`src/logic/cmarm_pkg.sv`:
```
// Package for the cell monitor converter result mux: register map,
// field positions, reset values, source codes and the converter carrier.
// Assumes byte-wide registers on an 8-bit address, one clock domain.
package cmarm_pkg;

   // ------------------------------------------------------------
   // Register map (byte addresses)
   // ------------------------------------------------------------
   localparam logic [7:0] AUX_RESULT_HIGH_ADDR = 8'h01;
   localparam logic [7:0] FIRST_CELL_RESULT_HIGH_ADDR = 8'h03;
   localparam logic [7:0] FIRST_CELL_RESULT_LOW_ADDR = 8'h04;
   localparam logic [7:0] LAST_RESULT_LOW_ADDR = 8'h12;
   localparam logic [7:0] ADC_CONTROL_ADDR = 8'h30;
   localparam logic [7:0] FUNCTION_CONFIG_ADDR = 8'h31;
   localparam logic [7:0] CONVERT_CONTROL_ADDR = 8'h34;

   // ------------------------------------------------------------
   // Fields and reset values
   // ------------------------------------------------------------
   localparam int CELL_COUNT_LSB = 0;
   localparam int CELL_COUNT_WIDTH = 3;
   localparam int AUX_SOURCE_BIT = 4;
   localparam int AUX_REFERENCE_BIT = 6;
   localparam int CONVERT_BIT = 0;
   localparam logic [7:0] ADC_CONTROL_RESET = 8'h05;
   localparam logic [7:0] FUNCTION_CONFIG_RESET = 8'h40;
   localparam logic [2:0] CELL_COUNT_MAX = 3'h5;

   // ------------------------------------------------------------
   // Result format and converter sources
   // ------------------------------------------------------------
   localparam int RESULT_BITS = 14;
   localparam logic [15:0] FULL_CODE = 16'h3fff;
   localparam int CELL_FULL_SCALE_MV = 6250;
   localparam int NUM_PAIRS = 9;
   localparam logic [3:0] PAIR_AUX = 4'h0;
   localparam logic [3:0] PAIR_TS1 = 4'h7;
   localparam logic [3:0] PAIR_TS2 = 4'h8;

   typedef enum logic [3:0] {
      SRC_CELL1, SRC_CELL2, SRC_CELL3, SRC_CELL4, SRC_CELL5, SRC_CELL6,
      SRC_AUX_PINS, SRC_STACK, SRC_TS1, SRC_TS2
   } cmarm_source_t;

   // Request toward the converter core
   typedef struct packed {
      logic start;
      cmarm_source_t source;
      logic ref_bandgap;
   } cmarm_conv_req_t;

   // Answer from the converter core, offset-trimmed but unclamped
   typedef struct packed {
      logic done;
      logic signed [15:0] raw;
   } cmarm_conv_ans_t;

endpackage

```
`src/logic/cmarm_result_mux.sv`:
```
// Measurement sequencing and result formatting around the 14-bit
// converter: source selection, reference choice, clamping and the
// big-endian result register pairs behind a plain register port.
// Assumes the converter core runs on the same clock and answers each
// start with one done pulse carrying a trimmed signed raw value.
//
// Contract
// [RULE1] Results are 14-bit unsigned; the two upper word bits read zero.
// [RULE2] Converter input mux picks among six cells, two temps, one aux.
// [RULE3] Aux channel measures either aux pin pair or whole stack.
// [RULE4] Results saturate at zero and full code, never wrap.
// [RULE5] Each word sits big-endian in two bytes, high byte lower address.
// [RULE6] First cell result lives at 0x03 high and 0x04 low.
// [RULE7] Cell count field limits the scan to connected cells.
// [RULE8] Cell code 16383 means 6250 mV; codes are stored unscaled.
// [RULE9] Aux source bit routes aux pins or stack into aux result.
// [RULE10] Stack voltage is its own mux input, apart from cell inputs.
// [RULE11] Aux reference bit picks bandgap or regulator for aux pins.
// [RULE12] Stack measurement forces bandgap, ignoring the reference bit.
// [RULE13] Aux reference bit 1 is bandgap, 0 is regulator output.
//
// Our own choice: the strobed register port.
`timescale 1ns/1ps

module cmarm_result_mux (
   // Clock and reset
   input wire logic clock,
   input wire logic rst,
   // Register port
   input wire logic [7:0] reg_addr,
   input wire logic [7:0] reg_wdata,
   input wire logic reg_wr,
   input wire logic reg_rd,
   output logic [7:0] reg_rdata,
   // Converter core
   output cmarm_pkg::cmarm_conv_req_t conv_req,
   input wire cmarm_pkg::cmarm_conv_ans_t conv_ans,
   // Status
   output logic busy
);

   // ------------------------------------------------------------
   // Functions
   // ------------------------------------------------------------
   // Saturate a trimmed raw value into the 14-bit code range
   function automatic logic [13:0] clamp_code(
      input logic signed [15:0] raw);
      if (raw < 16'sd0) begin
         clamp_code = 14'h0000; // see [RULE4]
      end else if (raw > $signed(cmarm_pkg::FULL_CODE)) begin
         clamp_code = 14'h3fff; // see [RULE4]
      end else begin
         clamp_code = raw[13:0];
      end
   endfunction

   // Result pair index for a byte address: 0 aux, 1..6 cells, 7..8 temps
   function automatic logic [3:0] pair_of(input logic [7:0] addr);
      logic [7:0] offs;
      offs = addr - cmarm_pkg::AUX_RESULT_HIGH_ADDR;
      pair_of = offs[4:1]; // see [RULE5]
   endfunction

   // Sequence position to converter source, aux routed by source bit
   function automatic cmarm_pkg::cmarm_source_t source_of(
      input logic [3:0] pos, input logic stack_sel);
      if (pos < 4'h6) begin
         source_of = cmarm_pkg::cmarm_source_t'(pos); // see [RULE2]
      end else if (pos == 4'h6) begin
         // Stack is a separate mux input, not a sum of cells
         source_of = stack_sel ? cmarm_pkg::SRC_STACK // see [RULE10]
                               : cmarm_pkg::SRC_AUX_PINS; // see [RULE3]
      end else if (pos == 4'h7) begin
         source_of = cmarm_pkg::SRC_TS1;
      end else begin
         source_of = cmarm_pkg::SRC_TS2;
      end
   endfunction

   // ------------------------------------------------------------
   // State
   // ------------------------------------------------------------
   typedef enum logic [1:0] {S_IDLE, S_REQ, S_WAIT} cmarm_state_t;

   cmarm_state_t state_reg, state_next;
   logic [3:0] pos_reg, pos_next;
   logic [7:0] adc_control_reg;
   logic [7:0] function_config_reg;
   logic [7:0] rdata_reg;
   logic [13:0] result_mem [0:cmarm_pkg::NUM_PAIRS-1];
   cmarm_pkg::cmarm_conv_req_t req_reg, req_next;

   // ------------------------------------------------------------
   // Decode
   // ------------------------------------------------------------
   wire logic [2:0] cell_count_raw;
   wire logic [2:0] cell_last;
   wire logic aux_stack_sel;
   wire logic aux_ref_bandgap;
   wire logic wr_adc_control;
   wire logic wr_function_config;
   wire logic wr_convert;
   wire logic start_scan;
   wire logic in_result_range;
   wire logic [3:0] rd_pair;
   wire logic rd_high;
   wire logic [15:0] rd_word;
   wire logic [7:0] rd_value;
   wire logic [3:0] store_pair;
   wire logic [3:0] pos_after;
   wire logic scan_end;
   wire logic [13:0] clamped;
   wire cmarm_pkg::cmarm_source_t next_source;
   wire logic next_ref;

   // Control fields; out-of-range cell counts act as six cells
   assign cell_count_raw = adc_control_reg[cmarm_pkg::CELL_COUNT_LSB +:
                                           cmarm_pkg::CELL_COUNT_WIDTH];
   assign cell_last = (cell_count_raw > cmarm_pkg::CELL_COUNT_MAX) ?
                      cmarm_pkg::CELL_COUNT_MAX : cell_count_raw;
   assign aux_stack_sel = function_config_reg[cmarm_pkg::AUX_SOURCE_BIT];
   assign aux_ref_bandgap =
      function_config_reg[cmarm_pkg::AUX_REFERENCE_BIT];

   // Write strobes; a start while busy is dropped on purpose
   assign wr_adc_control = reg_wr &&
      (reg_addr == cmarm_pkg::ADC_CONTROL_ADDR);
   assign wr_function_config = reg_wr &&
      (reg_addr == cmarm_pkg::FUNCTION_CONFIG_ADDR);
   assign wr_convert = reg_wr &&
      (reg_addr == cmarm_pkg::CONVERT_CONTROL_ADDR);
   assign start_scan = wr_convert && reg_wdata[cmarm_pkg::CONVERT_BIT] &&
      (state_reg == S_IDLE);

   // Read path: result pairs big-endian, control bytes, zero elsewhere
   assign in_result_range = (reg_addr >= cmarm_pkg::AUX_RESULT_HIGH_ADDR)
      && (reg_addr <= cmarm_pkg::LAST_RESULT_LOW_ADDR);
   assign rd_pair = pair_of(reg_addr);
   assign rd_high = reg_addr[0]; // see [RULE5]
   assign rd_word = {2'b00, result_mem[rd_pair]}; // see [RULE1]
   assign rd_value =
      in_result_range ? (rd_high ? rd_word[15:8] : rd_word[7:0]) :
      (reg_addr == cmarm_pkg::ADC_CONTROL_ADDR) ? adc_control_reg :
      (reg_addr == cmarm_pkg::FUNCTION_CONFIG_ADDR) ? function_config_reg :
      (reg_addr == cmarm_pkg::CONVERT_CONTROL_ADDR) ?
         {7'h00, busy} : 8'h00;

   // Sequence stepping; cells above the count are skipped
   assign store_pair = (pos_reg < 4'h6) ? pos_reg + 4'h1 : // see [RULE6]
                       (pos_reg == 4'h6) ? cmarm_pkg::PAIR_AUX :
                       (pos_reg == 4'h7) ? cmarm_pkg::PAIR_TS1 :
                       cmarm_pkg::PAIR_TS2;
   assign pos_after = (pos_reg == {1'b0, cell_last}) ? 4'h6 : // see [RULE7]
                      pos_reg + 4'h1;
   assign scan_end = (pos_reg == 4'h8);
   assign clamped = clamp_code(conv_ans.raw); // see [RULE4]

   // Reference: cells and stack on bandgap, temps on regulator
   assign next_source = source_of(start_scan ? 4'h0 : pos_after,
                                  aux_stack_sel); // see [RULE9]
   assign next_ref =
      (next_source == cmarm_pkg::SRC_STACK) ? 1'b1 : // see [RULE12]
      (next_source == cmarm_pkg::SRC_AUX_PINS) ?
         aux_ref_bandgap : // see [RULE11] see [RULE13]
      (next_source == cmarm_pkg::SRC_TS1 ||
       next_source == cmarm_pkg::SRC_TS2) ? 1'b0 : 1'b1;

   // ------------------------------------------------------------
   // Sequencer
   // ------------------------------------------------------------
   // Next state; one request per source, waits for done
   always_comb begin
      state_next = state_reg;
      pos_next = pos_reg;
      req_next = req_reg;
      req_next.start = 1'b0;
      unique case (state_reg)
         S_IDLE: begin
            if (start_scan) begin
               state_next = S_REQ;
               pos_next = 4'h0;
               req_next.source = next_source;
               req_next.ref_bandgap = next_ref;
            end
         end
         S_REQ: begin
            req_next.start = 1'b1;
            state_next = S_WAIT;
         end
         S_WAIT: begin
            if (conv_ans.done) begin
               if (scan_end) begin
                  state_next = S_IDLE;
               end else begin
                  state_next = S_REQ;
                  pos_next = pos_after;
                  req_next.source = next_source;
                  req_next.ref_bandgap = next_ref;
               end
            end
         end
      endcase
   end

   // Sequencer registers
   always_ff @(posedge clock) begin
      if (rst) begin
         state_reg <= S_IDLE;
         pos_reg <= 4'h0;
         req_reg <= '0;
         busy <= 1'b0;
      end else begin
         state_reg <= state_next;
         pos_reg <= pos_next;
         req_reg <= req_next;
         busy <= (state_next != S_IDLE);
      end
   end

   assign conv_req = req_reg;

   // ------------------------------------------------------------
   // Registers and results
   // ------------------------------------------------------------
   // Config bytes; a write mid-scan affects only later sources
   always_ff @(posedge clock) begin
      if (rst) begin
         adc_control_reg <= cmarm_pkg::ADC_CONTROL_RESET;
         function_config_reg <= cmarm_pkg::FUNCTION_CONFIG_RESET;
         rdata_reg <= 8'h00;
      end else begin
         if (wr_adc_control) begin
            adc_control_reg <= reg_wdata;
         end
         if (wr_function_config) begin
            function_config_reg <= reg_wdata;
         end
         if (reg_rd) begin
            rdata_reg <= rd_value;
         end
      end
   end

   assign reg_rdata = rdata_reg;

   // Result store; raw codes kept, scaling left to software
   generate
      for (genvar i = 0; i < cmarm_pkg::NUM_PAIRS; i++) begin : g_res
         always_ff @(posedge clock) begin
            if (rst) begin
               result_mem[i] <= 14'h0000;
            end else if (state_reg == S_WAIT && conv_ans.done &&
                         store_pair == 4'(i)) begin
               result_mem[i] <= clamped; // see [RULE8]
            end
         end
      end
   endgenerate
endmodule // cmarm_result_mux

```
`config.mk`:
```
export PLATFORM = sky130hd
export DESIGN_NAME = cmarm_result_mux
export DESIGN_NICKNAME = d
export VERILOG_FILES = /design/src/logic/cmarm_pkg.sv /design/src/logic/cmarm_result_mux.sv
export SDC_FILE = /design/constraint.sdc
export NUM_CORES = 1
export LEC_CHECK = 0
export BUFFER_PORTS_ARGS = -buffer_cell sky130_fd_sc_hd__buf_2
export CAP_MARGIN = 25
export CORE_ASPECT_RATIO = 0.7
export CORE_MARGIN = 4
export CORE_UTILIZATION = 53
export CTS_CLUSTER_SIZE = 8
export DETAILED_ROUTE_END_ITERATION = 12
export PLACE_DENSITY = 0.71
export SYNTH_ARGS = -nofsm -noshare
export SYNTH_HDL_FRONTEND = slang
export SYNTH_SLANG_ARGS = --single-unit
```
`constraint.sdc`:
```
create_clock -name clock -period 4 [get_ports clock]
set_input_delay 0.2 -clock clock [delete_from_list [all_inputs] [get_ports clock]]
set_output_delay 0.2 -clock clock [all_outputs]
set_load 0.01 [all_outputs]
```
; Yosys cells after proc, flatten, opt, wreduce, memory -nomap -nowiden
; Memories as Yosys holds them, arrays and structs flattened.
; Index checks and enable logic that the tools add are counted.
[classes]
n_lt_le_gt_ge = 7
n_reduce_logical = 22
addsub = 2
eq_ne = 26
n_mux = 71
bitwise_logic = 9
[op_table]
columns = cell, count
row1 = 14-bit two-way mux, 11
row2 = "4-bit by 3-bit == test with 1-bit output, second input constant", 10
row3 = 4-bit two-way mux, 10
row4 = 1-bit two-way mux, 37
row5 = 8-bit two-way mux, 4
row6 = "8-bit by 6-bit == test with 1-bit output, second input constant", 3
row7 = "4-bit == test, second input constant", 4
row8 = "16-bit by 15-bit greater-than comparator with 1-bit output, second input constant", 1
row9 = 1-bit logical AND, 16
row10 = "16-bit by 1-bit less-than comparator with 1-bit output, second input constant", 1
row11 = 5-bit two-way mux, 3
row12 = 5-bit one-hot mux with 2 select lines, 1
row13 = 1-bit OR, 9
row14 = "4-bit by 2-bit == test with 1-bit output, second input constant", 2
row15 = "8-bit by 1-bit >= comparator with 1-bit output, second input constant", 1
row16 = "8-bit by 5-bit less-or-equal comparator with 1-bit output, second input constant", 1
row17 = "4-bit by 3-bit less-than comparator with 1-bit output, second input constant", 2
row18 = 4-bit one-hot mux with 2 select lines, 1
row19 = "2-bit != test, second input constant", 3
row20 = 2-bit one-hot mux with 3 select lines, 1
row21 = "5-bit by 1-bit subtractor with 5-bit output, second input constant", 1
row22 = "4-bit by 1-bit adder with 4-bit output, second input constant", 1
row23 = "4-bit by 1-bit == test with 1-bit output, second input constant", 1
row24 = 4-bit by 3-bit == test with 1-bit output, 1
row25 = 10 further kinds, 12
[totals]
input_bits = 37
elab_cells = 147
ramBits = 126
regBits = 37
n_memories = 1
[memory_table]
columns = memory, words, word_bits, read_ports, rd_clocked_by_memory_dff, wr, line
row1 = result_mem, 9, 14, 1, 0, 9, cmarm_result_mux.sv:90  ; logic [13:0] result_mem [0:cmarm_pkg::NUM_PAIRS-1];

; Depth between registers and ports, before layout
[logic_depth]
depth_word = 17
ltp_mapped = 12
mapped_depth_nobuf = 8

; Worst setup path before layout
; OpenSTA, ideal clock, no wires.
[synth_path]
path_type = register -> register
startpoint = register pos_reg[0]
endpoint = memory result_mem[1][0], enable pin
n_path_buf = 1
arrival_ps = 2223
stages_incl_launch_ff = 6
period_less_slack_ps = 2580
setup_ps = 357
path_slack_ps = 1420
path_cell_list = dfxtp_1 -> clkbuf_1 -> inv_1 -> ha_1 -> a2111oi_0 -> a21o_1
[synth_rtl]
columns = item, line
row1 = "start, declared", cmarm_result_mux.sv:86  ; logic [3:0] pos_reg, pos_next;
row2 = "start signal, assigned", cmarm_result_mux.sv:214  ; pos_reg <= pos_next;
row3 = "end, declared", cmarm_result_mux.sv:90

==> results.py <==
metrics = {
    "synthesis": {
        "async_flop_share_pct": 0,
        "synth_top_area_share_pct": 47.9,
        "ys_seq_elements": 163,
        "synth-xor-area-share_pct": 0.776,
        "avgSynthCellArea_um2": 10.3,
        "syn_area_um2": 7900,
        "synth_fa_ha_area_share_pct": 1.58,
        "synth_top_family_by_area": "simple AND/OR/NAND/NOR gates",
        "synth_nets": 811,
        "synth-simple-area-share_pct": 19.9,
        "synth_compound_area_share_pct": 11.7,
        "ys.warnings.count": 0,
        "yosysSeqAreaShare_pct": 57.3,
        "synth_top_area_cell": "edfxtp_1",
        "synth_area_leaders": "edfxtp_1 (48%), dfxtp_1 (9.4%), nor2_1 (8.0%)",
        "synthCells": 764,
        "synthMuxAreaShare_pct": 4.88,
        "synth_edf_count": 126,
        "synth_ff_type": "edfxtp_1",
        "synthDistinctLibCells": 68,
    },
    "final_layout": {
        "layout_common_cells": "nor2_1 (169), edfxtp_1 (126), nand2_1 (112)",
        "area_delta_synth_final_pct": 12.2,
        "regMostFlops": "result_mem",
        "diodes": 0,
        "layout_commonest_cell": "nor2_1",
        "drive_gt1_share_pct": 14.3,
        "largest_register_ffs": 126,
        "nNetsFinal": 847,
    },
    "timing": {
        "slew_headroom_pct": 27.6,
        "worst_slew_pin_slew_ns": 1.08,
        "period_needed_ns": 3.09,
        "finalCritPeriodShare_pct": 77.4,
        "final_hold_viol_count": 0,
        "setup_viol": 0,
        "fmax_ghz": 0.323,
        "final.setup.tns_ns": 0,
        "fin_skew_ns": 0.00808,
        "slew_viol_final": 0,
        "rsz0062_at_grt": "no",
    },
    "global_route": {
        "antenna_found_initial": 1,
        "grt_pass1_vias": 5734,
        "gr-total-overflow": 0,
        "grt_first_pass_wirelength_um": 32700,
        "grt_start_max_net_pins": 43,
        "grtUsageTotal_pct": 25.6,
    },
    "route": {
        "routed_wl_um": 21700,
        "vias": 6200,
        "post_drt_wl_per_cell_um": 21.5,
        "ant_nets": 0,
        "drc": 0,
        "drt_iter0_drc": 1013,
        "first_pass_iters": 7,
        "vias_per_cell": 6.15,
    },
    "clocking": {
        "path_clk_slew_ns": 0.06,
        "cts_root_buffer": "clkbuf_16",
        "cts_tree": "built",
        "numCtsBuffers": 17,
        "htreeDepth": 4,
        "clk_path_buf_depth": 2,
        "clk_latency_ns": 0.43,
        "postCtsSetupRepairBufs": 0,
        "postCtsResizedCells": 0,
        "cts_sinks": 163,
        "ctsHoldBuffers": 0,
    },
    "job": {
        "drv_cap": 0,
    },
    "placement": {
        "gp_congestion": 0.857,
        "dpl.hpwl_um": 14500,
        "numPortBuffers": 51,
    },
    "die": {
        "die_x_um": 154,
        "die-area_um2": 16900,
        "rows": 37,
        "initial_core_util_pct": 54.0,
        "die_y_um": 110,
        "design.core.area_um2": 14600,
        "ios": 52,
    },
    "min_path": {
        "hold_path.class": "primary input to flop",
    },
    "worst_setup_path": {
        "start_kind": "flop",
        "worst-setup-path-type": "flop to flop",
        "cp.arrival_ns": 3.36,
        "required_ns": 4.27,
        "crit_path_max_fanout": 14,
        "end_kind": "flop",
    },
    "pwr": {
        "power.density_nw_per_um2": 445,
        "power_mw": 3.94,
        "power_leakage_nw": 3.39,
        "peakVddDrop_mv": 0.299,
    },
    "run_status": {
        "status": "finished clean",
    },
}
## layer usage
| metal | share of wire (%) | track usage (%) |
|---|---|---|
| met5 | 0.078 | 0 |
| met4 | 1.5 | 7.18 |
| met3 | 12 | 6.44 |
| met2 | 43 | 38.2 |
| met1 | 44 | 37.5 |
## power by group
| group | switching (mW) | total [mW] | internal [mW] | leakage, nW |
|---|---|---|---|---|
| Clock | 0.685 | 1.73 | 1.04 | 0.298 |
| Combinational | 0.234 | 0.328 | 0.0946 | 1.51 |
| Sequential | 0.0189 | 1.89 | 1.87 | 1.59 |
| Total | 0.937 | 3.94 | 3.01 | 3.39 |
## final timing paths
kind / slack, ns / start / cells past startpoint / to
max: 0.91 / pos_reg[1] / 6 / result_mem[1][8]
max reg2reg: 0.91 / pos_reg[1] / 6 / result_mem[1][8]
min reg2reg: 0.45 / conv_req[1] / 2 / conv_req[1]
min: 0.02 / reg_wdata[5] / 3 / function_config_reg[5]
## synth_stat cells, drive strengths merged, types with 5 or more instances
cell type / instances
nand4: 6
clkbuf: 33
nor2: 169
mux2i: 34
o21ai: 14
nand3: 32
a211oi: 5
and2: 5
a32oi: 11
dfxtp: 37
nor3: 8
buf: 15
a21o: 9
o221ai: 5
o21bai: 18
edfxtp: 126
inv: 10
a21oi: 23
nand2: 113
nor2b: 5
ha: 10
a31oi: 15
## area by class of cell
class                           instances  area [um2]
Fill cell                            1229        5770
Timing Repair Buffer                   66         369
Sequential cell                       163        4520
Multi-Input combinational cell        542        3070
Clock buffer                           18         429
Clock inverter                         14         185
Tap cell                              195         244
Inverter                               10        37.5
## per-stage QoR
stage / instances / util [%] / worst slack [ns] / cell area [um2] / hold slack, ns
final: 1008 / 60.6 / 0.906 / 8860 / 0.0194
after global routing: 1008 / 60.6 / 0.861 / 8860 / 0.0415
after CTS: 1003 / 60.3 / 1.04 / 8830 / 0.0139
after detailed placement: 971 / 56.1 / 1.11 / 8210 / 0.448
after global placement: 968 / 56.0 / 1.20 / 8190 / 0.441
after floorplan: 764 / - / 1.42 / 7900 / 0.344
## kinds of logic after synthesis
family,Yosys count
compound gates,124
fa+ha+maj,10
xor+xnor,7
buf+inv,59
flops,163
mux,38
simple gates,363
## critical path, cell delays in order (launching register included)
cell and delay, ns:
dfxtp_1 0.62, ha_1 0.44, mux2i_1 0.12, mux2_2 0.31, nor4_1 0.53, nand2_1 0.64, nor2_1 0.26
(Power assumes the default switching activity.)
